===== config.mk =====
export PLATFORM = sky130hd
export DESIGN_NAME = dfm_mac
export DESIGN_NICKNAME = d
export VERILOG_FILES = /design/src/verilog/dfm_pkg.sv /design/src/verilog/dfm_crc32.sv /design/src/verilog/dfm_mac.sv
export SDC_FILE = /design/constraint.sdc
export NUM_CORES = 2
export LEC_CHECK = 0
export BUFFER_PORTS_ARGS = -buffer_cell sky130_fd_sc_hd__buf_2
export CORE_MARGIN = 2
export CORE_UTILIZATION = 50
export CTS_BUF_LIST = sky130_fd_sc_hd__clkbuf_8
export DETAILED_ROUTE_END_ITERATION = 12
export PLACE_DENSITY = 0.66
export SLEW_MARGIN = 0
export SYNTH_ARGS = -nofsm -noshare
export SYNTH_HDL_FRONTEND = slang
export SYNTH_SLANG_ARGS = --single-unit

===== constraint.sdc =====
create_clock -name clk_i -period 5.3 [get_ports clk_i]
set_clock_uncertainty 0.15 [all_clocks]
set_input_delay 0.265 -clock clk_i [delete_from_list [all_inputs] [get_ports clk_i]]
set_output_delay 0.265 -clock clk_i [all_outputs]
set_load 0.005 [all_outputs]

===== src/verilog/dfm_pkg.sv =====
// Constants, register map, descriptor layout and state types for the
// dual-FIFO transmit-descriptor MAC.
// Assumes a 100 MHz system clock and a 16-bit shared descriptor memory.
package dfm_pkg;

  // ----------------------------------------------------------------------
  // Register map (byte addresses on APB)
  // ----------------------------------------------------------------------
  localparam logic [7:0] REG_CTRL    = 8'h00;
  localparam logic [7:0] REG_TXRING  = 8'h04;
  localparam logic [7:0] REG_RXBUF   = 8'h08;
  localparam logic [7:0] REG_DEMAND  = 8'h0C;
  localparam logic [7:0] REG_STATUS  = 8'h10;
  localparam logic [7:0] REG_RXPTR   = 8'h14;
  localparam logic [7:0] REG_TXPKTS  = 8'h18;

  // CTRL (mode) fields
  localparam int CTRL_RUN_BIT   = 0;
  localparam int CTRL_DISABLE_TX_CRC_FLAG_BIT  = 1;
  localparam int CTRL_MODIFIED_BACKOFF_ENABLE_BIT  = 7;
  // STATUS fields
  localparam int STAT_LOADED_BIT = 0;
  localparam int STAT_WIRE_BIT   = 1;
  localparam int STAT_POLL_BIT   = 2;
  localparam int STAT_OVF_BIT    = 3;

  // ----------------------------------------------------------------------
  // Transmit descriptor layout (four 16-bit words)
  // ----------------------------------------------------------------------
  localparam logic [23:0] DESC_W0_OFS  = 24'h000000;
  localparam logic [23:0] DESC_W1_OFS  = 24'h000002;
  localparam logic [23:0] DESC_W2_OFS  = 24'h000004;
  localparam logic [23:0] DESC_SIZE    = 24'h000008;
  localparam int          W1_OWN_BIT   = 15;
  localparam int          W1_APPEND_BIT = 13;
  localparam int          W1_STP_BIT   = 9;
  localparam int          W1_ENP_BIT   = 8;

  // ----------------------------------------------------------------------
  // Sizes and timing
  // ----------------------------------------------------------------------
  localparam int TX_FIFO_BYTES = 48;
  localparam int RX_FIFO_BYTES = 64;
  localparam int TX_START_LEVEL = 32;
  localparam int RING_BITS     = 3;
  localparam int CLK_MHZ       = 100;
  localparam int IFS_NS        = 9600;
  localparam int IFS_CYC       = (IFS_NS * CLK_MHZ + 999) / 1000;
  localparam logic [31:0] CRC_INIT = 32'hFFFFFFFF;
  localparam logic [31:0] CRC_POLY = 32'hEDB88320;

  typedef enum logic [2:0] {
    D_IDLE, D_RXW, D_TXW1, D_TXW0, D_TXW2, D_TXDAT, D_TXST
  } dfm_dma_type;

  typedef enum logic [1:0] {W_IDLE, W_IFS, W_DATA, W_FCS} dfm_wire_type;

  // Circular pointer step for FIFOs whose depth is not a power of two
  function automatic logic [6:0] ptr_step(input logic [6:0] p,
                                          input int         depth);
    ptr_step = (p == 7'(depth - 1)) ? 7'h00 : p + 7'h01;
  endfunction : ptr_step

  function automatic logic reg_hit(input logic [7:0] a);
    reg_hit = (a == REG_CTRL) || (a == REG_TXRING) || (a == REG_RXBUF) ||
              (a == REG_DEMAND) || (a == REG_STATUS) ||
              (a == REG_RXPTR) || (a == REG_TXPKTS);
  endfunction : reg_hit

endpackage : dfm_pkg


===== src/verilog/dfm_crc32.sv =====
// Byte-wide reflected CRC-32 accumulator for the transmit frame.
// Assumes clr_i and en_i are never needed in the same cycle.
`timescale 1ns/1ns
module dfm_crc32
  import dfm_pkg::*;
(
  input  wire logic        clk_i,
  input  wire logic        rst_n_i,
  input  wire logic        clr_i,
  input  wire logic        en_i,
  input  wire logic [7:0]  data_i,
  output logic      [31:0] crc_o
);

  typedef struct packed {
    logic [31:0] crc;
  } dfm_crc_state_type;

  dfm_crc_state_type s;
  dfm_crc_state_type next_s;

  always_comb begin
    logic [31:0] c;
    c = s.crc;
    next_s = s;
    if (clr_i) begin
      next_s.crc = CRC_INIT;
    end else if (en_i) begin
      c = c ^ {24'h000000, data_i};
      for (int i = 0; i < 8; i++) begin
        c = c[0] ? ((c >> 1) ^ CRC_POLY) : (c >> 1);
      end
      next_s.crc = c;
    end
  end

  always_ff @(posedge clk_i or negedge rst_n_i) begin
    if (!rst_n_i) begin
      s.crc <= CRC_INIT;
    end else begin
      s <= next_s;
    end
  end

  assign crc_o = s.crc;

endmodule : dfm_crc32


===== src/verilog/dfm_mac.sv =====
// Transmit/receive scheduling core: APB registers, interleaved descriptor
// DMA over a 16-bit memory port, separate TX/RX FIFOs, byte-wide link.
// Assumes all inputs are synchronous to clk_i and memory holds requests.
//
// Implementation choices: the APB register port and the address map.
`timescale 1ns/1ns

// Contract
// - Separate TX FIFO 48 bytes, RX 64
// - Poll TX descriptor early in each reception
// - Interleave TX fill with RX drain DMA
// - Preloaded frame sends right after receive ends
// - Disable flag clear: always append FCS
// - Disable flag set: append only if bit set
// - Append bit is word-1 bit 13
// - Append bit used only in start descriptors
// - Status write keeps bit 13 as read
// - Mode bit 7 selects modified backoff
// - Modified backoff pauses IFS during carrier
// - Byte count two's complement, expires at zero
// - Full 16-bit word-2 byte count
// - Zero count releases descriptor without data DMA
// - Only all-zero means empty; 4096 works
module dfm_mac
  import dfm_pkg::*;
#(
  parameter int TX_DEPTH = TX_FIFO_BYTES,
  parameter int RX_DEPTH = RX_FIFO_BYTES
) (
  input  wire logic        clk_i,
  input  wire logic        rst_n_i,
  input  wire logic        psel_i,
  input  wire logic        penable_i,
  input  wire logic        pwrite_i,
  input  wire logic [7:0]  paddr_i,
  input  wire logic [31:0] pwdata_i,
  output logic      [31:0] prdata_o,
  output logic             pready_o,
  output logic             pslverr_o,
  output logic             mem_req_o,
  output logic             mem_we_o,
  output logic      [23:0] mem_addr_o,
  output logic      [15:0] mem_wdata_o,
  input  wire logic [15:0] mem_rdata_i,
  input  wire logic        mem_ack_i,
  output logic             tx_en_o,
  output logic             tx_valid_o,
  output logic      [7:0]  tx_byte_o,
  input  wire logic        tx_ready_i,
  input  wire logic        rx_valid_i,
  input  wire logic [7:0]  rx_byte_i,
  input  wire logic        rx_end_i,
  input  wire logic        rx_carrier_i
);

  // ----------------------------------------------------------------------
  // State
  // ----------------------------------------------------------------------
  typedef struct packed {
    logic                        run, disable_tx_crc_flag, modified_backoff_enable, ovf;
    logic [23:0]                 ring_base, rxbuf_base, rx_ptr;
    logic [31:0]                 prdata;
    logic                        pready, pslverr;
    dfm_dma_type                 dma, tx_step;
    logic                        mem_req, mem_we;
    logic [23:0]                 mem_addr;
    logic [15:0]                 mem_wdata;
    logic [23:0]                 desc_addr, buf_addr;
    logic [RING_BITS-1:0]        desc_idx;
    logic [15:0]                 w1, buffer_byte_count;
    logic                        poll_pend, last_rx, load_done, crc_on;
    logic [TX_DEPTH-1:0][7:0]    txf;
    logic [6:0]                  tx_wp, tx_rp, tx_cnt;
    logic [RX_DEPTH-1:0][7:0]    rxf;
    logic [6:0]                  rx_wp, rx_rp, rx_cnt;
    logic [1:0]                  rx_take;
    logic                        rx_busy, rx_flush;
    dfm_wire_type                wire_st;
    logic [15:0]                 ifs_cnt;
    logic [1:0]                  fcs_idx;
    logic                        tx_en, tx_valid;
    logic [7:0]                  tx_byte;
    logic [15:0]                 tx_pkts;
  } dfm_state_type;

  dfm_state_type s;
  dfm_state_type next_s;

  logic        crc_clr;
  logic        crc_en;
  logic [7:0]  crc_byte;
  logic [31:0] crc_q;

  dfm_crc32 u_crc (
    .clk_i   (clk_i),
    .rst_n_i (rst_n_i),
    .clr_i   (crc_clr),
    .en_i    (crc_en),
    .data_i  (crc_byte),
    .crc_o   (crc_q)
  );

  // ----------------------------------------------------------------------
  // Next state
  // ----------------------------------------------------------------------
  always_comb begin
    logic        wr, rx_need, tx_need, tpop, rpush;
    logic [1:0]  tpush, rpop;
    logic [7:0]  tb0, tb1;
    logic [15:0] nb;
    logic [31:0] fcs;
    wr = 1'b0;
    rx_need = 1'b0;
    tx_need = 1'b0;
    tpop = 1'b0;
    rpush = 1'b0;
    tpush = 2'd0;
    rpop = 2'd0;
    tb0 = 8'h00;
    tb1 = 8'h00;
    nb = 16'h0000;
    fcs = ~crc_q;
    crc_clr = 1'b0;
    crc_en = 1'b0;
    crc_byte = 8'h00;
    next_s = s;

    // ---------------------------------------------------------------
    // APB slave: setup cycle latches the answer, access ends at once
    // ---------------------------------------------------------------
    next_s.pready = 1'b0;
    next_s.pslverr = 1'b0;
    if (psel_i && !penable_i) begin
      next_s.pready = 1'b1;
      next_s.pslverr = !reg_hit(paddr_i);
      case (paddr_i)
        REG_CTRL: next_s.prdata = {24'h000000, s.modified_backoff_enable, 5'h00,
                                   s.disable_tx_crc_flag, s.run};
        REG_TXRING: next_s.prdata = {8'h00, s.ring_base};
        REG_RXBUF: next_s.prdata = {8'h00, s.rxbuf_base};
        REG_STATUS: next_s.prdata = {28'h0000000, s.ovf, s.poll_pend,
                                     s.wire_st != W_IDLE, s.load_done};
        REG_RXPTR: next_s.prdata = {8'h00, s.rx_ptr};
        REG_TXPKTS: next_s.prdata = {16'h0000, s.tx_pkts};
        default: next_s.prdata = 32'h00000000;
      endcase
    end
    wr = psel_i && penable_i && pwrite_i && s.pready && !s.pslverr;
    if (wr) begin
      case (paddr_i)
        REG_CTRL: begin
          next_s.run = pwdata_i[CTRL_RUN_BIT];
          // Mode bits are frozen while running: taken at initialization
          if (!s.run) begin
            next_s.disable_tx_crc_flag = pwdata_i[CTRL_DISABLE_TX_CRC_FLAG_BIT];
            next_s.modified_backoff_enable = pwdata_i[CTRL_MODIFIED_BACKOFF_ENABLE_BIT];
          end
          if (!s.run && pwdata_i[CTRL_RUN_BIT]) begin
            next_s.desc_addr = s.ring_base;
            next_s.desc_idx = '0;
            next_s.rx_ptr = s.rxbuf_base;
            next_s.poll_pend = 1'b1;
          end
        end
        REG_TXRING: next_s.ring_base = pwdata_i[23:0];
        REG_RXBUF: next_s.rxbuf_base = pwdata_i[23:0];
        REG_DEMAND: next_s.poll_pend = s.poll_pend | pwdata_i[0];
        REG_STATUS: begin
          if (pwdata_i[STAT_OVF_BIT]) begin
            next_s.ovf = 1'b0;
          end
        end
        default: ;
      endcase
    end

    // ---------------------------------------------------------------
    // Receive side: bytes into the RX FIFO
    // ---------------------------------------------------------------
    if (rx_valid_i) begin
      if (!s.rx_busy) begin
        next_s.rx_busy = 1'b1;
        next_s.poll_pend = 1'b1;
      end
      if (s.rx_cnt != 7'(RX_DEPTH)) begin
        rpush = 1'b1;
      end else begin
        next_s.ovf = 1'b1;
      end
    end
    if (rx_end_i) begin
      next_s.rx_busy = 1'b0;
      next_s.rx_flush = 1'b1;
    end

    // ---------------------------------------------------------------
    // DMA: one memory word at a time, alternating RX and TX work
    // ---------------------------------------------------------------
    if (s.tx_step == D_IDLE && s.poll_pend && !s.load_done && s.run) begin
      next_s.tx_step = D_TXW1;
      next_s.poll_pend = rx_valid_i && !s.rx_busy;
    end
    rx_need = (s.rx_cnt >= 7'd2) || (s.rx_flush && s.rx_cnt != 7'd0);
    tx_need = (s.tx_step != D_IDLE) && ((s.tx_step != D_TXDAT) ||
              (7'(TX_DEPTH) - s.tx_cnt >= 7'd2));
    if (s.dma == D_IDLE && s.run) begin
      if (rx_need && (!tx_need || !s.last_rx)) begin
        next_s.dma = D_RXW;
        next_s.mem_req = 1'b1;
        next_s.mem_we = 1'b1;
        next_s.mem_addr = s.rx_ptr;
        next_s.last_rx = 1'b1;
        next_s.rx_take = (s.rx_cnt >= 7'd2) ? 2'd2 : 2'd1;
        next_s.mem_wdata = {(s.rx_cnt >= 7'd2) ?
                            s.rxf[ptr_step(s.rx_rp, RX_DEPTH)] : 8'h00,
                            s.rxf[s.rx_rp]};
      end else if (tx_need) begin
        next_s.dma = s.tx_step;
        next_s.mem_req = 1'b1;
        next_s.mem_we = (s.tx_step == D_TXST);
        next_s.last_rx = 1'b0;
        case (s.tx_step)
          D_TXW0: next_s.mem_addr = s.desc_addr + DESC_W0_OFS;
          D_TXW2: next_s.mem_addr = s.desc_addr + DESC_W2_OFS;
          D_TXDAT: next_s.mem_addr = s.buf_addr;
          default: next_s.mem_addr = s.desc_addr + DESC_W1_OFS;
        endcase
        // Ownership handed back; every other bit, bit 13 included, as read
        next_s.mem_wdata = s.w1 & ~(16'h0001 << W1_OWN_BIT);
      end
    end
    if (s.mem_req && mem_ack_i) begin
      next_s.mem_req = 1'b0;
      next_s.mem_we = 1'b0;
      next_s.dma = D_IDLE;
      case (s.dma)
        D_RXW: begin
          rpop = s.rx_take;
          next_s.rx_ptr = s.rx_ptr + 24'h000002;
          if (s.rx_cnt == 7'(s.rx_take)) begin
            next_s.rx_flush = 1'b0;
          end
        end
        D_TXW1: begin
          next_s.w1 = mem_rdata_i;
          if (!mem_rdata_i[W1_OWN_BIT]) begin
            next_s.tx_step = D_IDLE;
          end else begin
            next_s.tx_step = D_TXW0;
            if (mem_rdata_i[W1_STP_BIT]) begin
              next_s.crc_on = !s.disable_tx_crc_flag || mem_rdata_i[W1_APPEND_BIT];
            end
          end
        end
        D_TXW0: begin
          next_s.buf_addr = {s.w1[7:0], mem_rdata_i};
          next_s.tx_step = D_TXW2;
        end
        D_TXW2: begin
          next_s.buffer_byte_count = mem_rdata_i;
          // Empty buffer: straight to the status write, no data fetch
          next_s.tx_step = (mem_rdata_i == 16'h0000) ?
                           D_TXST : D_TXDAT;
        end
        D_TXDAT: begin
          tb0 = mem_rdata_i[7:0];
          tpush = 2'd1;
          nb = s.buffer_byte_count + 16'h0001;
          if (nb != 16'h0000) begin
            tb1 = mem_rdata_i[15:8];
            tpush = 2'd2;
            nb = s.buffer_byte_count + 16'h0002;
          end
          next_s.buffer_byte_count = nb;
          next_s.buf_addr = s.buf_addr + 24'h000002;
          if (nb == 16'h0000) begin
            next_s.tx_step = D_TXST;
          end
        end
        D_TXST: begin
          next_s.tx_step = D_IDLE;
          next_s.poll_pend = 1'b1;
          next_s.load_done = s.w1[W1_ENP_BIT];
          if (s.desc_idx == '1) begin
            next_s.desc_addr = s.ring_base;
            next_s.desc_idx = '0;
          end else begin
            next_s.desc_addr = s.desc_addr + DESC_SIZE;
            next_s.desc_idx = s.desc_idx + 1'b1;
          end
        end
        default: ;
      endcase
    end

    // ---------------------------------------------------------------
    // Link side: deferral, data, then the frame check sequence
    // ---------------------------------------------------------------
    next_s.tx_valid = 1'b0;
    case (s.wire_st)
      W_IDLE: begin
        next_s.tx_en = 1'b0;
        if (s.tx_cnt != 7'd0 && (s.load_done ||
            s.tx_cnt >= 7'(TX_START_LEVEL))) begin
          next_s.wire_st = W_IFS;
          next_s.ifs_cnt = 16'h0000;
        end else if (s.load_done && s.tx_cnt == 7'd0 &&
                     s.dma != D_TXST) begin
          next_s.load_done = 1'b0;
        end
      end
      W_IFS: begin
        // A frame already in the FIFO leaves only after the IFS_CYC gap has been counted out with carrier low
        if (rx_carrier_i) begin
          if (!s.modified_backoff_enable) begin
            next_s.ifs_cnt = 16'h0000;
          end
        end else if (s.ifs_cnt == 16'(IFS_CYC - 1)) begin
          next_s.wire_st = W_DATA;
          next_s.tx_en = 1'b1;
          crc_clr = 1'b1;
        end else begin
          next_s.ifs_cnt = s.ifs_cnt + 16'h0001;
        end
      end
      W_DATA: begin
        // FIFO running dry mid-frame stalls the link rather than aborting
        if (tx_ready_i && s.tx_cnt != 7'd0) begin
          tpop = 1'b1;
          next_s.tx_valid = 1'b1;
          next_s.tx_byte = s.txf[s.tx_rp];
          crc_en = 1'b1;
          crc_byte = s.txf[s.tx_rp];
        end else if (s.tx_cnt == 7'd0 && s.load_done) begin
          if (s.crc_on) begin
            next_s.wire_st = W_FCS;
            next_s.fcs_idx = 2'd0;
          end else begin
            next_s.wire_st = W_IDLE;
            next_s.load_done = 1'b0;
            next_s.tx_pkts = s.tx_pkts + 16'h0001;
          end
        end
      end
      W_FCS: begin
        if (tx_ready_i) begin
          next_s.tx_valid = 1'b1;
          next_s.tx_byte = fcs[8 * s.fcs_idx +: 8];
          next_s.fcs_idx = s.fcs_idx + 2'd1;
          if (s.fcs_idx == 2'd3) begin
            next_s.wire_st = W_IDLE;
            next_s.load_done = 1'b0;
            next_s.tx_pkts = s.tx_pkts + 16'h0001;
          end
        end
      end
      default: next_s.wire_st = W_IDLE;
    endcase

    // ---------------------------------------------------------------
    // FIFO bookkeeping
    // ---------------------------------------------------------------
    if (tpush != 2'd0) begin
      next_s.txf[s.tx_wp] = tb0;
      next_s.tx_wp = ptr_step(s.tx_wp, TX_DEPTH);
      if (tpush == 2'd2) begin
        next_s.txf[ptr_step(s.tx_wp, TX_DEPTH)] = tb1;
        next_s.tx_wp = ptr_step(ptr_step(s.tx_wp, TX_DEPTH), TX_DEPTH);
      end
    end
    if (tpop) begin
      next_s.tx_rp = ptr_step(s.tx_rp, TX_DEPTH);
    end
    next_s.tx_cnt = s.tx_cnt + 7'(tpush) - 7'(tpop);
    if (rpush) begin
      next_s.rxf[s.rx_wp] = rx_byte_i;
      next_s.rx_wp = ptr_step(s.rx_wp, RX_DEPTH);
    end
    if (rpop != 2'd0) begin
      next_s.rx_rp = (rpop == 2'd2) ?
                     ptr_step(ptr_step(s.rx_rp, RX_DEPTH), RX_DEPTH) :
                     ptr_step(s.rx_rp, RX_DEPTH);
    end
    next_s.rx_cnt = s.rx_cnt + 7'(rpush) - 7'(rpop);
  end

  // ----------------------------------------------------------------------
  // Registers
  // ----------------------------------------------------------------------
  always_ff @(posedge clk_i or negedge rst_n_i) begin
    if (!rst_n_i) begin
      s <= '0;
    end else begin
      s <= next_s;
    end
  end

  assign prdata_o    = s.prdata;
  assign pready_o    = s.pready;
  assign pslverr_o   = s.pslverr;
  assign mem_req_o   = s.mem_req;
  assign mem_we_o    = s.mem_we;
  assign mem_addr_o  = s.mem_addr;
  assign mem_wdata_o = s.mem_wdata;
  assign tx_en_o     = s.tx_en;
  assign tx_valid_o  = s.tx_valid;
  assign tx_byte_o   = s.tx_byte;

endmodule : dfm_mac


After elaboration in Yosys (flattened, before gate mapping)

Index checks and enable logic that the tools add are counted.

Output and inout bits: 86
Bits of input ports: 74
Register bits after elaboration: 1257
Word-level logic and storage cells: 481

Mux-type cells: 152
Bitwise gates (word level): 12
Eq/ne operators: 46
Shift operators: 1
$lt $le $gt $ge: 12
Add/subtract/negate cells: 22
Reductions and logical operators: 82

Operators with widths:

| operator                                                               | number |
|---|---|
| 384-bit bitwise mux                                                    | 2 |
| 512-bit bitwise mux                                                    | 1 |
| 391-bit two-way mux                                                    | 1 |
| 32-bit two-way mux                                                     | 10 |
| 24-bit two-way mux                                                     | 11 |
| 16-bit two-way mux                                                     | 11 |
| 8-bit binary-select mux with 6-bit select                              | 3 |
| 8-bit demux with 6-bit select                                          | 3 |
| 24-bit one-hot mux with 6 select lines                                 | 1 |
| 42-bit two-way mux                                                     | 3 |
| 8-bit two-way mux                                                      | 15 |
| 13-bit NOT with 14-bit output                                          | 8 |
| 84-bit two-way mux                                                     | 1 |
| 73-bit two-way mux                                                     | 1 |
| 24-bit by 2-bit adder with 24-bit output (second input constant)       | 3 |
| 24-bit one-hot mux with 3 select lines                                 | 1 |
| 16-bit one-hot mux with 2 select lines                                 | 2 |
| 25-bit one-hot mux with 2 select lines                                 | 1 |
| 7-bit two-way mux                                                      | 7 |
| 16-bit by 1-bit adder with 16-bit output (second input constant)       | 3 |
| 24-bit one-hot mux with 2 select lines                                 | 1 |
| 2-bit two-way mux                                                      | 22 |
| 7-bit by 1-bit adder with 7-bit output (second input constant)         | 6 |
| 7-bit by 6-bit equality test with 1-bit output (second input constant) | 6 |
| other kinds (60)                                                       | 204 |

Longest topological paths before layout

Depth in word-level cells: 23
Mapped depth: 21
Depth with buffers taken out: 20

By module

Synthesis repeated with hierarchy kept, for this count alone.

Cell total of the unflattened synthesis: 5969
Area total of the unflattened synthesis: 70731.6 um2

Modules (own cells, without submodules):

| module    | sequential area each (um2) | area an instance (um2) | instances | cells each |
|---|---|---|---|---|
| dfm_mac   | 30629.4                    | 68653.3                | 1         | 5777 |
| dfm_crc32 | 840.8                      | 2078.2                 | 1         | 192 |

Least setup slack after synthesis

Ideal clock, no wire load.

Path kind: reg-to-reg
From: register s[993] (netlist name)
To: register s[589] (netlist name)
Library setup time: 0.079 ns
Data required time: 5.071 ns
Data arrival time: 4.237 ns
Path slack: 0.834 ns
Period minus slack after synthesis: 4.466 ns
Cell stages (with the launch flop): 20
Buffers on the path: 2
Cell sequence: dfrtp_1 -> ha_1 -> inv_1 -> nor3_1 -> nand3_1 -> o31a_1 -> a2111oi_0 -> buf_2 -> buf_1 -> nand2_1 -> ha_1 -> inv_1 -> ha_1 -> fa_1 -> a21oi_1 -> nor2_1 -> o21ai_0 -> a21oi_1 -> nor2_1 -> xor2_1

RTL lines:

| what                   | RTL line       | source |
|---|---|---|
| start, declared        | dfm_mac.sv:86  | `dfm_state_type s;` |
| start signal, assigned | dfm_mac.sv:394 | `s <= next_s;` |

Worst setup path after layout

From: register s[590] (netlist name)
To: register u_crc.s, in the netlist u_crc.crc_o[19]

Word-level cells in the longest chain between the ends: 20
Elaborated cells on any way between the ends: 22
Those cells by class: 14 x mux; 8 x bitwise

RTL lines:

| what                                               | RTL line        | source |
|---|---|---|
| 8-bit binary-select mux with 6-bit select (*)      | dfm_mac.sv:333  | `crc_byte = s.txf[s.tx_rp];` |
| 8-bit two-way mux (implied by the code) (*)        | dfm_mac.sv:333  |  |
| 8-bit two-way mux (*)                              | dfm_mac.sv:328  | `if (tx_ready_i && s.tx_cnt != 7'd0) begin` |
| 8-bit two-way mux (*)                              | dfm_mac.sv:300  | `case (s.wire_st)` |
| 32-bit by 8-bit bitwise XOR with 32-bit output (*) | dfm_crc32.sv:29 | `c = c ^ {24'h000000, data_i};` |
| 32-bit two-way mux (*) (2 in a row)                | dfm_crc32.sv:31 | `c = c[0] ? ((c >> 1) ^ CRC_POLY) : (c >> 1);` |
| 13-bit NOT with 14-bit output (no source line)     | -               |  |
| 32-bit two-way mux (*)                             | dfm_crc32.sv:31 |  |
| (+3 left out)                                      | -               |  |
| 13-bit NOT with 14-bit output (no source line)     | -               |  |
| 32-bit two-way mux (*)                             | dfm_crc32.sv:31 |  |
| 13-bit NOT with 14-bit output (no source line)     | -               |  |
| 32-bit two-way mux (*)                             | dfm_crc32.sv:31 |  |
| 13-bit NOT with 14-bit output (no source line)     | -               |  |
| 32-bit two-way mux (*)                             | dfm_crc32.sv:31 |  |
| 32-bit two-way mux (*)                             | dfm_crc32.sv:28 | `end else if (en_i) begin` |
| 32-bit two-way mux (*)                             | dfm_crc32.sv:26 | `if (clr_i) begin` |
| end signal, assigned                               | dfm_crc32.sv:41 | `s <= next_s;` |
| end, declared                                      | dfm_crc32.sv:19 | `dfm_crc_state_type s;` |

Mark *: on every way between the ends. The rest lies on a longest branch, timed or not. The select of a mux whose other input is x is not followed.
A chain may end at the register's enable or synchronous reset.

==> qor.txt <==
Final layout net count -> 6314
Cells taking the most area after synthesis -> dfrtp_1, mux4_2, mux2_2
Total congestion overflow after global routing -> 0
Post-route antenna net violation count -> 0
Iteration count of the initial detailed-routing pass -> 9
Area growth syn-to-layout -> 10.9%
Proportion of netlist area held by the largest area contributor -> 0.446
Netlist cell types -> 97
Crit-path max FO -> 35
Clk sink count -> 1256
Busiest metal layer after global routing -> met2
Die area -> 140000 um2
Placed standard-cell area -> 70800 um2
Synthesized area per cell -> 11.3 um2
Clock latency at the later pin of the worst-skew pair -> 0.96 ns
Worst ir drop on vdd -> 242 uV
Post-synthesis cell type with the largest combined area -> dfrtp_1
Static Leakage -> 33.7 nW
Post-CTS setup-driven buffer insertion count -> 0
Setup repair after global routing missed its margin -> no
Relative slew slack -> 0.129
Met1 Use GR -> 0.430
Proportion of synthesized chip area in sequential cells -> 0.458
Ranking of synthesized cells by instance count -> dfrtp_1, mux2_2, nor2_1, a21oi_1, o22ai_1
Share of final-layout standard cells stronger than drive strength 1 -> 0.266
Footprint of the multi-input gates -> 34400 um2
Max-slew violation count -> 0
Horizontal die dimension -> 375 um
Worst endpoint data arrival time -> 5.48 ns
GPL Wtd Cong -> 0.955
Actual transition at the worst max-transition pin -> 1.31 ns
Total power consumption of the routed design -> 21.3 mW
CTS buffer count -> 211
Top-level I/O count -> 160
Hold Buf Count CTS -> 108
H-tree Lvls -> 4
Number of global-route vias before repair -> 53200
Worst setup path class -> register to register
First-pass GRT wire length -> 331000 um
Final Critical Period -> 4.77 ns
Number of standard cells after synthesis -> 6095
Clock Path Buffers -> 3
Run status -> complete, no violations
Area of the core -> 136000 um2
Synthesis-stage register bit count -> 1256
Antenna violations before repair -> 6
Power density over the cells -> 279 nW/um2
Total number of vias -> 54500
Met3 Usage GRT -> 0.0627
Chip height -> 375 um
Type of the tightest min-delay check -> input port to register
Total standard cell area after synthesis -> 68700 um2
Final-report setup violation count -> 0
Estimated wirelength of the detail-placed design -> 137000 um
Total track usage -> 0.303
Number of standard-cell rows in the floorplan -> 135
Async set-reset flop share out of synthesis -> 1.00
Final cycle utilization of the critical path -> 0.900
Remaining design rule violation count -> 0
Detailed router's first-iteration violation count -> 6652
Final routed wire length divided by cell count -> 26.5 um
Summed area of non-filler cells in the final layout -> 76200 um2
Syn. warnings -> 0
Filler cells -> 11400
Met2 usage -> 0.464
Pin count of the biggest net entering global routing -> 202
Endpoint required time on the critical path -> 6.01 ns
Startpoint type of the worst setup path -> register
Via count normalized by instance count -> 6.69
Resized cells post-CTS -> 0
EDFF count, synth -> 0
Clock transition at path regs -> 0.06 ns
Port Buf Inserts -> 143
Setup TNS -> 0 ns
Crit path capture type -> register
Wirelength, routed -> 215000 um
Master cell of the clock root buffer -> clkbuf_8
Top flip-flop cell by instance count after synthesis -> dfrtp_1
Achievable clock frequency -> 210 MHz
Sequential standard cell area -> 31500 um2
CTS tree -> yes
Initial Utilization -> 0.505
Final hold viol count -> 0
Most common cell in the synthesized netlist -> dfrtp_1
Number of violations of the max-capacitance limit -> 0
-- metrics by stage --
step                utilization  hold slack (ns)  instances  setup WS [ns]
finish                    0.560            0.117       8140          0.528
global route              0.560            0.118       8140          0.348
CTS                       0.560           0.0427       8139          0.637
detailed placement        0.521            0.208       7649          0.641
global placement          0.521            0.214       7649          0.691
floorplan                     -           -0.181       6102          0.834
-- layout by cell type, fill, tap and decap left out, types with 22 or more instances in the layout --
cell type and instances:
nor4_1 25, nor3_1 80, o21ai_0 188, a22oi_1 101, mux2_2 591, a31oi_1 54, xor2_1 49, clkbuf_8 263
dlygate4sd3_1 107, a222oi_1 22, ha_1 48, o22ai_1 429, a2bb2oi_1 146, nand3_1 91, nor2b_1 22, mux4_2 365
nand2_1 369, nand4_1 33, inv_1 152, xnor2_1 87, dfstp_2 32, buf_2 142, a211oi_1 24, mux2i_1 76
buf_4 180, dfrtp_1 1218, and3_1 44, a21oi_1 476, nor2_1 571
-- registers in the layout, indices dropped and copies added, names as in the netlist --
| name | count |
|---|---|
| mem_addr_o | 24 |
| mem_req_o | 1 |
| mem_wdata_o | 16 |
| mem_we_o | 1 |
| prdata_o | 24 |
| pready_o | 1 |
| pslverr_o | 1 |
| s | 1146 |
| tx_byte_o | 8 |
| tx_en_o | 1 |
| tx_valid_o | 1 |
| u_crc.crc_o | 32 |
-- path summary, 6_finish.rpt --
kind,from,endpoint,slack (ns),cells after the start
min reg2reg,s[15],s[15],0.32,1
min,rx_byte_i[7],s[350],0.12,2
min in group asynchronous,rst_n_i,u_crc.crc_o[12],0.54,3
max,s[590],u_crc.crc_o[19],0.53,10
max reg2reg,s[590],u_crc.crc_o[19],0.53,10
max in group asynchronous,rst_n_i,s[590],3.52,4
-- logic make-up after synthesis --
kind of cell | after synthesis | synth area share
adders and majority gates | 51 | 0.00951
buffers and inverters | 640 | 0.0426
xor gates and xnor gates | 153 | 0.0230
AOI/OAI and AO/OA | 1592 | 0.147
muxes | 1046 | 0.233
DFF | 1256 | 0.458
other | 1 | 0.0000546
and+or+nand+nor | 1356 | 0.0868
-- cell type report --
class	count	area share
Inverter	67	0.00330
Multi-Input combinational cell	4206	0.452
Clock buffer	263	0.0475
Clock inverter	119	0.00869
Sequential cell	1256	0.413
Tap cell	1781	0.0292
Timing Repair Buffer	447	0.0459
Antenna cell	1	0.0000328
-- worst max-delay path, stage by stage, from the launching register on --
cell and delay [ns]:
dfrtp_4 0.95, buf_4 0.38, mux4_2 0.55, a211oi_1 0.62
nor4_1 0.19, or3_1 0.38, a21oi_1 0.25, xnor2_2 0.26
xnor2_4 0.36, xnor3_1 0.45, a21oi_1 0.15
-- per-layer routing --
| layer | up-vias | share of wire |
|---|---|---|
| li1 | 23200 | - |
| met2 | 3183 | 0.46 |
| met1 | 27600 | 0.41 |
| met4 | 6 | 0.036 |
| met5 | - | 0.00018 |
| met3 | 482 | 0.099 |
-- report_power, final --
part | leakage [nW] | internal (mW) | total (mW) | switching [mW]
Sequential | 17.3 | 9.94 | 10.3 | 0.327
Combinational | 13.9 | 0.982 | 2.24 | 1.25
Clock | 2.53 | 4.62 | 8.78 | 4.16
Total | 33.7 | 15.5 | 21.3 | 5.74
(Power assumes the default switching activity.)
